[config.mk]
export PLATFORM = sky130hd
export DESIGN_NAME = fos_feed_override
export DESIGN_NICKNAME = d
export VERILOG_FILES = /design/src/hw/fos_pkg.sv /design/src/hw/fos_feed_override.sv
export SDC_FILE = /design/constraint.sdc
export NUM_CORES = 2
export LEC_CHECK = 0
export ABC_AREA = 0
export BUFFER_PORTS_ARGS = -buffer_cell sky130_fd_sc_hd__buf_2
export CORE_MARGIN = 2
export CORE_UTILIZATION = 40
export CTS_CLUSTER_DIAMETER = 100
export DETAILED_ROUTE_END_ITERATION = 10
export HOLD_SLACK_MARGIN = 0.05
export REMOVE_ABC_BUFFERS = 1
export SYNTH_ARGS = -nofsm -noshare
export SYNTH_HDL_FRONTEND = slang
export SYNTH_SLANG_ARGS = --single-unit
export TNS_END_PERCENT = 5
[constraint.sdc]
create_clock -name i_clock -period 64.4 [get_ports i_clock]
set_input_delay 12.88 -clock i_clock [delete_from_list [all_inputs] [get_ports i_clock]]
set_output_delay 12.88 -clock i_clock [all_outputs]
set_load 0.02 [all_outputs]
[src/hw/fos_pkg.sv]
// Package for the feed override select block: map, constants, carriers
package fos_pkg;
    // Register byte addresses
    localparam logic [7:0] FOS_CTRL_ADDR = 8'h00;
    localparam logic [7:0] FOS_CUT_FILE_ADDR = 8'h04;
    localparam logic [7:0] FOS_SEC_FILE_ADDR = 8'h08;
    localparam logic [7:0] FOS_RAP_FILE_ADDR = 8'h0C;
    localparam logic [7:0] FOS_CMD_FEED_ADDR = 8'h10;
    localparam logic [7:0] FOS_RAP_BASE_ADDR = 8'h14;
    localparam logic [7:0] FOS_STATUS_ADDR = 8'h18;
    localparam logic [7:0] FOS_CUT_FEED_ADDR = 8'h1C;
    localparam logic [7:0] FOS_RAP_FEED_ADDR = 8'h20;
    // Control register field positions
    localparam int FOS_CTRL_ESTOP_BIT = 0;
    localparam int FOS_CTRL_CANCEL_BIT = 1;
    localparam int FOS_CTRL_SEC_BIT = 2;
    localparam int FOS_CTRL_CSEL_BIT = 3;
    localparam int FOS_CTRL_RSEL_BIT = 4;
    localparam int FOS_CTRL_RTR_BIT = 5;
    localparam int FOS_CTRL_AUTO_BIT = 6;
    localparam int FOS_CTRL_TAP_BIT = 7;
    localparam int FOS_CTRL_THR_BIT = 8;
    localparam int FOS_CTRL_CODE_LSB = 16;
    localparam int FOS_CTRL_RCODE_LSB = 24;
    // Reset values and percent scaling constants
    localparam logic [8:0] FOS_CUT_PCT_RST = 9'h000;
    localparam logic [15:0] FOS_SEC_RST = 16'h2710;
    localparam logic [15:0] FOS_PCT100_HUND = 16'h2710;
    localparam logic [8:0] FOS_PCT100 = 9'h064;
    localparam logic [8:0] FOS_CODE_STEP = 9'h00A;
    localparam logic [4:0] FOS_CODE_ALL_OFF = 5'h00;
    localparam logic [4:0] FOS_CODE_ZERO = 5'h1F;
    // Rapid code percentages
    localparam logic [8:0] FOS_RAP_P00 = 9'h064;
    localparam logic [8:0] FOS_RAP_P01 = 9'h032;
    localparam logic [8:0] FOS_RAP_P10 = 9'h019;
    localparam logic [8:0] FOS_RAP_P11 = 9'h001;
    // Timing: ladder scan and stop reaction delay
    localparam int FOS_CLK_HZ = 50_000_000;
    localparam int FOS_SCAN_US = 10_000;
    localparam int FOS_SCAN_CYC = FOS_SCAN_US * (FOS_CLK_HZ / 1_000_000);
    localparam int FOS_ESTOP_MS = 100;
    localparam int FOS_ESTOP_CYC = FOS_ESTOP_MS * (FOS_CLK_HZ / 1000);
    localparam logic [1:0] FOS_HTRANS_NONSEQ = 2'h2;
    // Ladder-scan sample of all override inputs
    typedef struct packed {
        logic estop;
        logic cancel;
        logic sec_en;
        logic cut_sel;
        logic rap_sel;
        logic rapid_req;
        logic auto_op;
        logic tapping;
        logic threading;
        logic [4:0] cut_code;
        logic [1:0] rap_code;
    } fos_inputs_s;
    // AHB-Lite request as seen by the slave
    typedef struct packed {
        logic hsel;
        logic [31:0] haddr;
        logic [1:0] htrans;
        logic hwrite;
        logic [2:0] hsize;
        logic hready;
        logic [31:0] hwdata;
    } fos_ahb_req_s;
endpackage : fos_pkg

[src/hw/fos_feed_override.sv]
// Feed override select: ladder-scan override decoding with AHB-Lite map
`timescale 1ns/1ps
`default_nettype none

// Behaviour
// - Ladder emergency stop enters stop state and drops servo ready complete.
// - Stop reaction is one ladder scan plus 100 ms.
// - Automatic cutting feed equals commanded feed times selected override.
// - Override cancel, tapping or thread cutting force cutting override 100%.
// - All code bits off keeps previous override; reset value is 0%.
// - Second override multiplies again by file value in 0.01% steps.
// - Cutting method select picks code when low, file value when high.
// - Rapid speed equals parameter speed times selected rapid ratio.
// - Rapid override inputs ignored while rapid traverse request is low.
// - Rapid code 00 100%, 01 50%, 10 25%, 11 1%.
// - Rapid method select picks code when low, file value when high.
module fos_feed_override
    import fos_pkg::*;
#(
    parameter int SCAN_CYC = fos_pkg::FOS_SCAN_CYC,
    parameter int ESTOP_CYC = fos_pkg::FOS_ESTOP_CYC
)
(
    // Clock and reset
    input wire logic i_clock,
    input wire logic i_rst,
    // AHB-Lite slave
    input wire logic i_hsel,
    input wire logic [31:0] i_haddr,
    input wire logic [1:0] i_htrans,
    input wire logic i_hwrite,
    input wire logic [2:0] i_hsize,
    input wire logic i_hready,
    input wire logic [31:0] i_hwdata,
    output logic [31:0] o_hrdata,
    output logic o_hreadyout,
    output logic o_hresp,
    // Motion results
    output logic o_servo_ready_complete,
    output logic o_emergency_stop,
    output logic [31:0] o_cut_feed,
    output logic [31:0] o_rapid_feed
);
    import fos_pkg::*;

    // Whole block state
    typedef struct packed {
        logic [31:0] ctrl;
        logic [8:0] cut_file;
        logic [15:0] sec_file;
        logic [8:0] rap_file;
        logic [15:0] cmd_feed;
        logic [15:0] rap_base;
        fos_inputs_s smp;
        logic [8:0] code_pct;
        logic [31:0] scan_cnt;
        logic [31:0] stop_cnt;
        logic stop;
        logic wr_pend;
        logic [7:0] wr_addr;
        logic [31:0] rdata;
        logic [31:0] cut_feed;
        logic [31:0] rap_feed;
    } fos_state_s;

    fos_state_s st;
    fos_state_s next_st;
    logic [8:0] cut_pct;
    logic [8:0] rap_pct;
    logic [47:0] cut_prod;
    logic [63:0] sec_prod;
    logic [31:0] sec_feed;
    logic scan_tick;
    logic bus_take;
    logic [7:0] a;
    logic [31:0] rd;
    logic [31:0] rap_prod;
    logic [31:0] cut_ref;

    assign scan_tick = (st.scan_cnt == 32'(SCAN_CYC - 1));
    assign bus_take = i_hsel && i_hready && i_htrans[1];
    assign a = i_haddr[7:0];

    // Override selection; cancel, tapping and threading win over cutting code and file value
    always_comb
    begin
        if (st.smp.cut_sel)
            cut_pct = st.cut_file;
        else
            cut_pct = st.code_pct;
        if (st.smp.cancel || st.smp.tapping || st.smp.threading)
            cut_pct = FOS_PCT100;
        unique case (st.smp.rap_code)
            2'b00: rap_pct = FOS_RAP_P00;
            2'b01: rap_pct = FOS_RAP_P01;
            2'b10: rap_pct = FOS_RAP_P10;
            2'b11: rap_pct = FOS_RAP_P11;
        endcase
        if (st.smp.rap_sel)
            rap_pct = st.rap_file;
        if (!st.smp.rapid_req)
            rap_pct = FOS_PCT100;
    end

    // Feed arithmetic; percent math keeps units of the commanded feed
    always_comb
    begin
        cut_prod = 48'(st.cmd_feed) * 48'(cut_pct);
        cut_ref = 32'(cut_prod / 48'(FOS_PCT100));
        sec_prod = 64'(cut_ref) * 64'(st.sec_file);
        if (st.smp.sec_en)
            sec_feed = 32'(sec_prod / 64'(FOS_PCT100_HUND));
        else
            sec_feed = cut_ref;
        // Full 32-bit product: a 9-bit rapid ratio (code or file) times a 16-bit base
        rap_prod = 32'(st.rap_base) * 32'(rap_pct);
    end

    // Read mux
    always_comb
    begin
        unique case (a)
            FOS_CTRL_ADDR: rd = st.ctrl;
            FOS_CUT_FILE_ADDR: rd = {23'h0, st.cut_file};
            FOS_SEC_FILE_ADDR: rd = {16'h0000, st.sec_file};
            FOS_RAP_FILE_ADDR: rd = {23'h0, st.rap_file};
            FOS_CMD_FEED_ADDR: rd = {16'h0000, st.cmd_feed};
            FOS_RAP_BASE_ADDR: rd = {16'h0000, st.rap_base};
            FOS_STATUS_ADDR: rd = {23'h0, cut_pct};
            FOS_CUT_FEED_ADDR: rd = st.cut_feed;
            FOS_RAP_FEED_ADDR: rd = st.rap_feed;
            default: rd = 32'h00000000;
        endcase
    end

    // Next-state logic
    always_comb
    begin
        next_st = st;
        // Scan timer drives the ladder sampling point
        next_st.scan_cnt = scan_tick ? 32'h00000000 : st.scan_cnt + 32'h1;
        if (scan_tick)
        begin
            next_st.smp.estop = st.ctrl[FOS_CTRL_ESTOP_BIT];
            next_st.smp.cancel = st.ctrl[FOS_CTRL_CANCEL_BIT];
            next_st.smp.sec_en = st.ctrl[FOS_CTRL_SEC_BIT];
            next_st.smp.cut_sel = st.ctrl[FOS_CTRL_CSEL_BIT];
            next_st.smp.rap_sel = st.ctrl[FOS_CTRL_RSEL_BIT];
            next_st.smp.rapid_req = st.ctrl[FOS_CTRL_RTR_BIT];
            next_st.smp.auto_op = st.ctrl[FOS_CTRL_AUTO_BIT];
            next_st.smp.tapping = st.ctrl[FOS_CTRL_TAP_BIT];
            next_st.smp.threading = st.ctrl[FOS_CTRL_THR_BIT];
            next_st.smp.cut_code = st.ctrl[FOS_CTRL_CODE_LSB +: 5];
            next_st.smp.rap_code = st.ctrl[FOS_CTRL_RCODE_LSB +: 2];
            // All bits off means the switch is between notches: hold
            if (st.ctrl[FOS_CTRL_CODE_LSB +: 5] != FOS_CODE_ALL_OFF)
                next_st.code_pct = 9'(FOS_CODE_ZERO
                    - st.ctrl[FOS_CTRL_CODE_LSB +: 5]) * FOS_CODE_STEP;
        end
        // Stop is software-processed, so it trails the sample by 100 ms
        if (!st.smp.estop)
        begin
            next_st.stop_cnt = 32'h00000000;
            next_st.stop = 1'b0;
        end
        else if (st.stop_cnt == 32'(ESTOP_CYC - 1))
            next_st.stop = 1'b1;
        else
            next_st.stop_cnt = st.stop_cnt + 32'h1;
        // Outputs registered; no motion while stopped, no cutting feed while not automatic
        next_st.cut_feed = (st.stop || !st.smp.auto_op) ? 32'h0 : sec_feed;
        next_st.rap_feed = st.stop ? 32'h0 : rap_prod / 32'(FOS_PCT100);
        // AHB data phase write
        if (st.wr_pend)
        begin
            unique case (st.wr_addr)
                FOS_CTRL_ADDR: next_st.ctrl = i_hwdata;
                FOS_CUT_FILE_ADDR: next_st.cut_file = i_hwdata[8:0];
                FOS_SEC_FILE_ADDR: next_st.sec_file = i_hwdata[15:0];
                FOS_RAP_FILE_ADDR: next_st.rap_file = i_hwdata[8:0];
                FOS_CMD_FEED_ADDR: next_st.cmd_feed = i_hwdata[15:0];
                FOS_RAP_BASE_ADDR: next_st.rap_base = i_hwdata[15:0];
                default: next_st.ctrl = st.ctrl;
            endcase
        end
        next_st.wr_pend = bus_take && i_hwrite;
        next_st.wr_addr = a;
        if (bus_take && !i_hwrite)
            next_st.rdata = rd;
    end

    // State register
    always_ff @(posedge i_clock)
    begin
        if (i_rst)
        begin
            st <= '0;
            st.sec_file <= FOS_SEC_RST;
            st.rap_file <= FOS_PCT100;
            st.cut_file <= FOS_PCT100;
            st.code_pct <= FOS_CUT_PCT_RST;
        end
        else
            st <= next_st;
    end

    // Bus answers are zero wait state and always OKAY
    assign o_hrdata = st.rdata;
    assign o_hreadyout = 1'b1;
    assign o_hresp = 1'b0;
    assign o_emergency_stop = st.stop;
    assign o_servo_ready_complete = !st.stop;
    assign o_cut_feed = st.cut_feed;
    assign o_rapid_feed = st.rap_feed;

    // Checks; the stop sample may clear at the very edge the stop rises,
    // so the stop delay is judged on the values one cycle back
    servo_drop_a: assert property (
        @(posedge i_clock) disable iff (i_rst)
        o_emergency_stop |-> !o_servo_ready_complete)
        else $error("servo ready with stop active");
    stop_clear_a: assert property (
        @(posedge i_clock) disable iff (i_rst)
        !st.smp.estop |=> !o_emergency_stop)
        else $error("stop held after release");
    stop_feed_a: assert property (
        @(posedge i_clock) disable iff (i_rst)
        o_emergency_stop |=> o_cut_feed == 32'h0 && o_rapid_feed == 32'h0)
        else $error("motion while stopped");
    stop_wait_a: assert property (
        @(posedge i_clock) disable iff (i_rst)
        $rose(st.stop) |-> $past(st.smp.estop)
            && $past(st.stop_cnt) == 32'(ESTOP_CYC - 1))
        else $error("stop came early");
    cut_full_a: assert property (
        @(posedge i_clock) disable iff (i_rst)
        st.smp.auto_op && !st.stop && !st.smp.sec_en
            && cut_pct == FOS_PCT100
        |=> o_cut_feed == 32'($past(st.cmd_feed)))
        else $error("cut feed not commanded feed at 100");
    cut_none_a: assert property (
        @(posedge i_clock) disable iff (i_rst)
        cut_pct == 9'h000 |=> o_cut_feed == 32'h0)
        else $error("cut feed moved at 0 percent");
    cancel_hundred_a: assert property (
        @(posedge i_clock) disable iff (i_rst)
        st.smp.cancel |-> cut_pct == FOS_PCT100)
        else $error("cancel did not force 100");
    tap_hundred_a: assert property (
        @(posedge i_clock) disable iff (i_rst)
        st.smp.tapping |-> cut_pct == FOS_PCT100)
        else $error("tapping did not force 100");
    thread_hundred_a: assert property (
        @(posedge i_clock) disable iff (i_rst)
        st.smp.threading |-> cut_pct == FOS_PCT100)
        else $error("threading did not force 100");
    code_zero_a: assert property (
        @(posedge i_clock) disable iff (i_rst)
        scan_tick && st.ctrl[FOS_CTRL_CODE_LSB +: 5] == 5'h1F
        |=> st.code_pct == 9'h000)
        else $error("code 11111 not 0");
    code_mid_a: assert property (
        @(posedge i_clock) disable iff (i_rst)
        scan_tick && st.ctrl[FOS_CTRL_CODE_LSB +: 5] == 5'h15
        |=> st.code_pct == 9'h064)
        else $error("code 10101 not 100");
    code_max_a: assert property (
        @(posedge i_clock) disable iff (i_rst)
        scan_tick && st.ctrl[FOS_CTRL_CODE_LSB +: 5] == 5'h01
        |=> st.code_pct == 9'h12C)
        else $error("code 00001 not 300");
    code_hold_a: assert property (
        @(posedge i_clock) disable iff (i_rst)
        scan_tick && st.ctrl[FOS_CTRL_CODE_LSB +: 5] == 5'h00
        |=> $stable(st.code_pct))
        else $error("all-off code changed override");
    sec_scale_a: assert property (
        @(posedge i_clock) disable iff (i_rst)
        st.smp.sec_en |-> 64'(sec_feed) * 64'(FOS_PCT100_HUND)
            <= 64'(cut_ref) * 64'(st.sec_file)
            && 64'(cut_ref) * 64'(st.sec_file)
            < 64'(sec_feed + 32'h1) * 64'(FOS_PCT100_HUND))
        else $error("second override ratio wrong");
    file_pick_a: assert property (
        @(posedge i_clock) disable iff (i_rst)
        st.smp.cut_sel && !st.smp.cancel && !st.smp.tapping
            && !st.smp.threading |-> cut_pct == st.cut_file)
        else $error("file value not selected");
    code_pick_a: assert property (
        @(posedge i_clock) disable iff (i_rst)
        !st.smp.cut_sel && !st.smp.cancel && !st.smp.tapping
            && !st.smp.threading |-> cut_pct == st.code_pct)
        else $error("code value not selected");
    rapid_full_a: assert property (
        @(posedge i_clock) disable iff (i_rst)
        !st.stop && rap_pct == FOS_PCT100
        |=> o_rapid_feed == 32'($past(st.rap_base)))
        else $error("rapid feed not base speed at 100");
    rapid_ignore_a: assert property (
        @(posedge i_clock) disable iff (i_rst)
        !st.smp.rapid_req |-> rap_pct == FOS_PCT100)
        else $error("rapid code used without request");
    rapid_half_a: assert property (
        @(posedge i_clock) disable iff (i_rst)
        st.smp.rapid_req && !st.smp.rap_sel && st.smp.rap_code == 2'b01
        |-> rap_pct == 9'h032)
        else $error("rapid code 01 not 50");
    rapid_quarter_a: assert property (
        @(posedge i_clock) disable iff (i_rst)
        st.smp.rapid_req && !st.smp.rap_sel && st.smp.rap_code == 2'b10
        |-> rap_pct == 9'h019)
        else $error("rapid code 10 not 25");
    rapid_file_a: assert property (
        @(posedge i_clock) disable iff (i_rst)
        st.smp.rapid_req && st.smp.rap_sel |-> rap_pct == st.rap_file)
        else $error("rapid file value not selected");
    scan_hold_a: assert property (
        @(posedge i_clock) disable iff (i_rst)
        !scan_tick |=> $stable(st.smp))
        else $error("inputs moved between scans");
endmodule : fos_feed_override

`default_nettype wire

Yosys cells after proc, flatten, opt, wreduce, memory -nomap -nowiden
Index checks and enable logic that the tools add are counted.
Operators by class
  add/subtract/negate cells: 3
  multiply operators: 4
  div/mod/pow operators: 3
  equal/unequal tests: 18
  multiplexer cells: 7
  bitwise gates (word level): 1
  reductions and logical operators: 25
Operators with widths (number)
  32-bit case mux with 9 select lines: 1
  32-bit by 1-bit adder with 32-bit output, second input constant: 2
  48-bit by 14-bit divider with 64-bit output, second input constant: 1
  16-bit by 9-bit multiplier with 25-bit output: 2
  25-bit by 7-bit divider with 48-bit output, second input constant: 1
  8-bit by 5-bit equality test with 1-bit output, second input constant: 6
  32-bit by 16-bit multiplier with 48-bit output: 1
  9-bit two-way mux: 4
  9-bit case mux with 4 select lines: 1
  25-bit by 7-bit divider with 32-bit output, second input constant: 1
  32-bit by 19-bit equality test with 1-bit output, second input constant: 1
  32-bit by 23-bit equality test with 1-bit output, second input constant: 1
  8-bit by 4-bit equality test with 1-bit output, second input constant: 4
  32-bit two-way mux: 1
  8-bit by 3-bit equality test with 1-bit output, second input constant: 2
  8-bit logical NOT: 2
  2-bit AND reduction: 7
  9-bit by 3-bit multiplier with 8-bit output, second input constant: 1
  8-bit by 6-bit equality test with 1-bit output, second input constant: 1
  2-bit OR reduction: 4
  5-bit by 5-bit subtractor with 6-bit output, first input constant: 1
  5-bit nonzero test: 1
  2-bit equality test, second input constant: 2
  1-bit logical AND: 4
  5 further kinds: 9
Storage, ports and cells
  flip-flop bits (word level): 287
  input bits: 74
  output and inout port bits: 100
  word-level logic and storage cells: 86

Depth between registers and ports, before layout
  depth after elaboration: 8
  mapped depth: 209
  depth with buffers taken out: 185

Worst setup path before layout
Ideal clock, no wire load.
  kind: reg-to-reg
  start: reg st[191] in the netlist's numbering
  end: reg st (netlist bit o_cut_feed[0])
  library setup time: 60 ps
  arrival: 47527 ps
  data required time: 64340 ps
  setup slack: 16813 ps
  stages on the path, launching flop included: 191
  path buffers: 13
  cell sequence: dfxtp_1 clkbuf_1 mux2i_1 nor2_1 clkbuf_1 nand2_1 fa_1 inv_1 fa_1 ha_1 inv_1 fa_1 inv_1 ha_1 a21o_1 a21oi_1 o21bai_1 a21oi_1 (+155 left out) a21oi_2 xnor2_1 or3_1 clkbuf_1 and2_0 mux2_2 o211a_2 o41ai_2 a221oi_1 o31a_1 or3_1 a41oi_2 o21bai_2 a211o_1 nand3_1 a31oi_1 o211ai_1 o2111a_1
On the way
  word-level cells in the longest chain between the ends: 7
Ends and longest elaborated chain
  start, declared: line fos_feed_override.sv:66  | fos_state_s st;
  start signal, assigned: line fos_feed_override.sv:204  | st <= next_st;
  9-bit two-way mux (*): line fos_feed_override.sv:87  | if (st.smp.cut_sel)
  9-bit two-way mux (*): line fos_feed_override.sv:91  | if (st.smp.cancel || st.smp.tapping || st.smp.threading)
  16-bit by 9-bit multiplier with 25-bit output (*): line fos_feed_override.sv:108  | cut_prod = 48'(st.cmd_feed) * 48'(cut_pct);
  25-bit by 7-bit divider with 48-bit output (*): line fos_feed_override.sv:109  | cut_ref = 32'(cut_prod / 48'(FOS_PCT100));
  32-bit by 16-bit multiplier with 48-bit output: line fos_feed_override.sv:110  | sec_prod = 64'(cut_ref) * 64'(st.sec_file);
  48-bit by 14-bit divider with 64-bit output: line fos_feed_override.sv:112  | sec_feed = 32'(sec_prod / 64'(FOS_PCT100_HUND));
  32-bit two-way mux (*): line fos_feed_override.sv:111  | if (st.smp.sec_en)
Mark *: on every way between the ends. The rest lies on a longest branch, timed or not.
A chain may end at the register's enable or synchronous reset.

Final worst setup path
  start: reg st[186] in the netlist's numbering
  end: reg st (netlist bit o_cut_feed[0])
On the way
  word-level cells in the longest chain between the ends: 7
Ends and longest elaborated chain (line)
  1-bit logical OR (*): fos_feed_override.sv:91
  9-bit two-way mux (*): fos_feed_override.sv:91
  16-bit by 9-bit multiplier with 25-bit output (*): fos_feed_override.sv:108
  25-bit by 7-bit divider with 48-bit output (*): fos_feed_override.sv:109
  32-bit by 16-bit multiplier with 48-bit output: fos_feed_override.sv:110
  48-bit by 14-bit divider with 64-bit output: fos_feed_override.sv:112
  32-bit two-way mux (*): fos_feed_override.sv:111
Marks and branches as above.

==> impl_metrics.py <==
metrics = {
    "cts": {
        "numCtsBuffers": 28,
        "path_clk_slew_ns": 0.06,
        "cts_tree": "done",
        "cts_root_buf": "clkbuf_16",
        "h-tree-depth": 1,
        "cts.repair.resized": 0,
        "clock_path_buffers": 3,
        "clk_latency_ns": 0.61,
        "clock-sinks": 267,
        "cts_setup_buffers": 0,
        "cts_hold_buf": 0,
    },
    "critical_path": {
        "arrival_ns": 59.92,
        "crit_path_start_kind": "flop",
        "worst_ep_required_time_ns": 64.94,
        "worstPathMaxFanout": 26,
        "endpoint_kind": "flop",
        "cp_slowest_cell": "a311oi_1",
        "cp_slowest_stage_delay_ns": 0.98,
        "worstReg2RegStart": "st[186]",
        "path_buf_inv": 16,
        "cp_common_cell": "a21oi_1",
        "crit_start": "st[186]",
        "critical-path-top-delay-family": "compound AO/OA/AOI/OAI gates",
        "path_class": "reg -> reg",
    },
    "yosys": {
        "synthesis.area_um2": 45200,
        "synthArstFlopShare": 0,
        "synthFlopType": "dfxtp_1",
        "ys_seq_area_frac": 0.118,
        "netlist_instances": 5824,
        "ys_warn_count": 0,
        "syn_avg_cell_area_um2": 7.77,
        "synth_edf_count": 0,
        "ys_ff_latch": 267,
        "synth_cell_types": 141,
    },
    "worst_hold_path": {
        "hold_class": "reg -> reg",
        "min_from": "o_hrdata[26]",
    },
    "detailed_routing": {
        "drt-vias-per-instance": 5.68,
        "drt_iter0_drc": 3108,
        "wl_um": 130000,
        "antenna_left": 0,
        "vias": 40922,
        "firstDrtPassIters": 9,
        "wl_per_cell_um": 18.0,
        "drc": 0,
    },
    "sta": {
        "hold_viol": 0,
        "final.period_utilization": 0.922,
        "tightest_slew_ns": 1.27,
        "relSlewSlack": 0.154,
        "clock_skew_ns": 0.0135,
        "finalCriticalPeriod_ns": 59.37,
        "fmax_ghz": 0.0168,
        "final-setup-viol-count": 0,
        "maxSlewViolCount": 0,
        "rsz0062_at_grt": "false",
        "finalSetupTns_ns": 0,
    },
    "outcome": {
        "status": "complete, no violations",
    },
    "floorplanning": {
        "top_level_ports": 174,
        "die_x_um": 340,
        "rows": 123,
        "dieArea_um2": 116000,
        "die_height_um": 340,
        "start_util": 0.403,
        "core_area_um2": 112000,
    },
    "job": {
        "drv_cap": 0,
    },
    "global_route": {
        "use_met2": 0.356,
        "grt_antenna_before_repair": 4,
        "gr-total-overflow": 0,
        "globalRouteMet3Util": 0.0302,
        "grt_usage": 0.222,
        "first_global_vias": 39857,
        "busiest_layer": "met2",
        "use_met1": 0.318,
        "grt_first_pass_wirelength_um": 214000,
        "grt_start_max_net_pins": 73,
    },
    "pwr": {
        "cellPowerDensity_nw_per_um2": 7.47,
        "totalPowerFinal_w": 0.000355,
        "max-vdd-ir-drop_mv": 0.0213,
        "leakage_nw": 20.3,
    },
    "final_layout": {
        "seq_area_um2": 5350,
        "areaGrowthSynthToFinish_pct": 5.05,
        "multiInputGateArea_um2": 36200,
        "n_antenna_cell": 0,
        "drive_gt1_frac": 0.0704,
        "num-nets-final": 6416,
        "fill_cells": 11563,
    },
    "place": {
        "io_buffers": 123,
        "place.gp.congestion": 0.883,
        "hpwl_um": 102000,
    },
}
==> routing by layer <==
metal  vias to the layer above  routed length, um  share of wire
met4                         0               3180          0.024
met3                       142               8400          0.065
li1                      19680                  -              -
met2                      1189              57500           0.44
met1                     19911              60800           0.47
met5                         -                  0              0
==> synthesized netlist by cell type (57+ instances only) <==
cell type | number | area [um^2]
inv_1 | 567 | 2130
buf_4 | 103 | 773
xnor2_1 | 221 | 1940
dfxtp_1 | 267 | 5350
and2_1 | 259 | 1620
o21ai_0 | 162 | 811
fa_1 | 436 | 8730
and3_1 | 67 | 419
mux2i_1 | 95 | 951
nor3_1 | 115 | 576
o211ai_1 | 57 | 428
ha_1 | 217 | 2720
a31oi_1 | 62 | 388
nor2_1 | 465 | 1750
nand3_1 | 133 | 666
nand2_1 | 778 | 2920
clkbuf_1 | 234 | 878
a21oi_1 | 319 | 1600
xor2_1 | 108 | 946
a211oi_1 | 58 | 435
==> worst register-to-register path: cells and delay by family, from the launching register on <==
kind                       cells  cell delay, ns
AOI/OAI and AO/OA            101           33.20
xor gates and xnor gates       8            2.25
adders and majority gates     17            7.06
buffers and inverters         16            2.50
DFF                            1            0.32
muxes                          6            2.70
and+or+nand+nor               37           11.33
==> per-stage QoR <==
stage	hold slack [ns]	cell area [um^2]	worst slack (ns)	util	cells
after floorplan	0.430	43500	8.99	-	5482
after global placement	0.436	46500	6.08	0.414	7159
after detailed placement	0.442	46500	5.73	0.414	7159
after CTS	0.451	47500	5.53	0.423	7209
after global routing	0.462	47500	0.161	0.423	7209
final	0.450	47500	5.03	0.423	7209
==> final cells by class <==
type | count | share of cell area
Sequential cell | 267 | 0.112
Clock inverter | 12 | 0.00416
Tap cell | 1500 | 0.0395
Multi-Input combinational cell | 4646 | 0.761
Clock buffer | 38 | 0.0164
Timing Repair Buffer | 177 | 0.0216
Inverter | 569 | 0.0450
==> cell families after synthesis <==
kind of cell,count (synthesis),synth area share
fa+ha+maj,680,0.259
buf+inv,931,0.0864
compound gates,1327,0.213
other cells,2,0.000166
xor+xnor,336,0.0665
simple gates,2168,0.230
mux,113,0.0259
flops,267,0.118
==> flip-flops by register name (all words and copies together), names as in the netlist <==
name,count
o_cut_feed,25
o_rapid_feed,19
st,190
o_hrdata,32
o_emergency_stop,1
==> where the power goes <==
group | total (W) | internal (W) | switching, W | leakage, nW
logic | 0.0000102 | 0.00000247 | 0.00000773 | 17.7
clock network | 0.000178 | 0.000101 | 0.0000771 | 0.475
registers | 0.000166 | 0.000166 | 0.000000599 | 2.15
==> placed cells by master (no fill, tap or decap), types with 28 or more instances in the layout <==
master / Yosys / final
a21oi_1: 319 / 319
xnor2_1: 221 / 221
or3_1: 44 / 44
nor2b_1: 36 / 36
ha_1: 217 / 217
o31ai_1: 38 / 35
nand4_1: 35 / 35
a211o_1: 29 / 29
o211ai_1: 57 / 57
mux2i_1: 95 / 95
inv_1: 567 / 567
nor2_1: 465 / 462
or2_2: 37 / 37
o21bai_1: 47 / 47
a222oi_1: 31 / 31
buf_2: 16 / 122
and2_1: 259 / 259
o21a_1: 48 / 48
a211oi_1: 58 / 57
nor4_1: 32 / 31
fa_1: 436 / 436
and3_1: 67 / 67
nand2b_1: 40 / 40
nand3_1: 133 / 133
nor3_1: 115 / 109
buf_4: 103 / 54
o21ai_0: 162 / 162
a21o_1: 54 / 54
a31oi_1: 62 / 62
clkbuf_16: 0 / 28
a22oi_1: 35 / 35
dfxtp_1: 267 / 267
xor2_1: 108 / 108
nand2_1: 778 / 777
o21ai_1: 36 / 35
==> final timing paths <==
check | end | slack, ns | cells after the start
worst min register to register | o_hrdata[26] | 0.45 | 2
worst max register to register | o_cut_feed[0] | 5.03 | 185
worst min-delay path | o_hrdata[26] | 0.45 | 2
worst max-delay path | o_cut_feed[0] | 5.03 | 185
(Power assumes the default switching activity.)
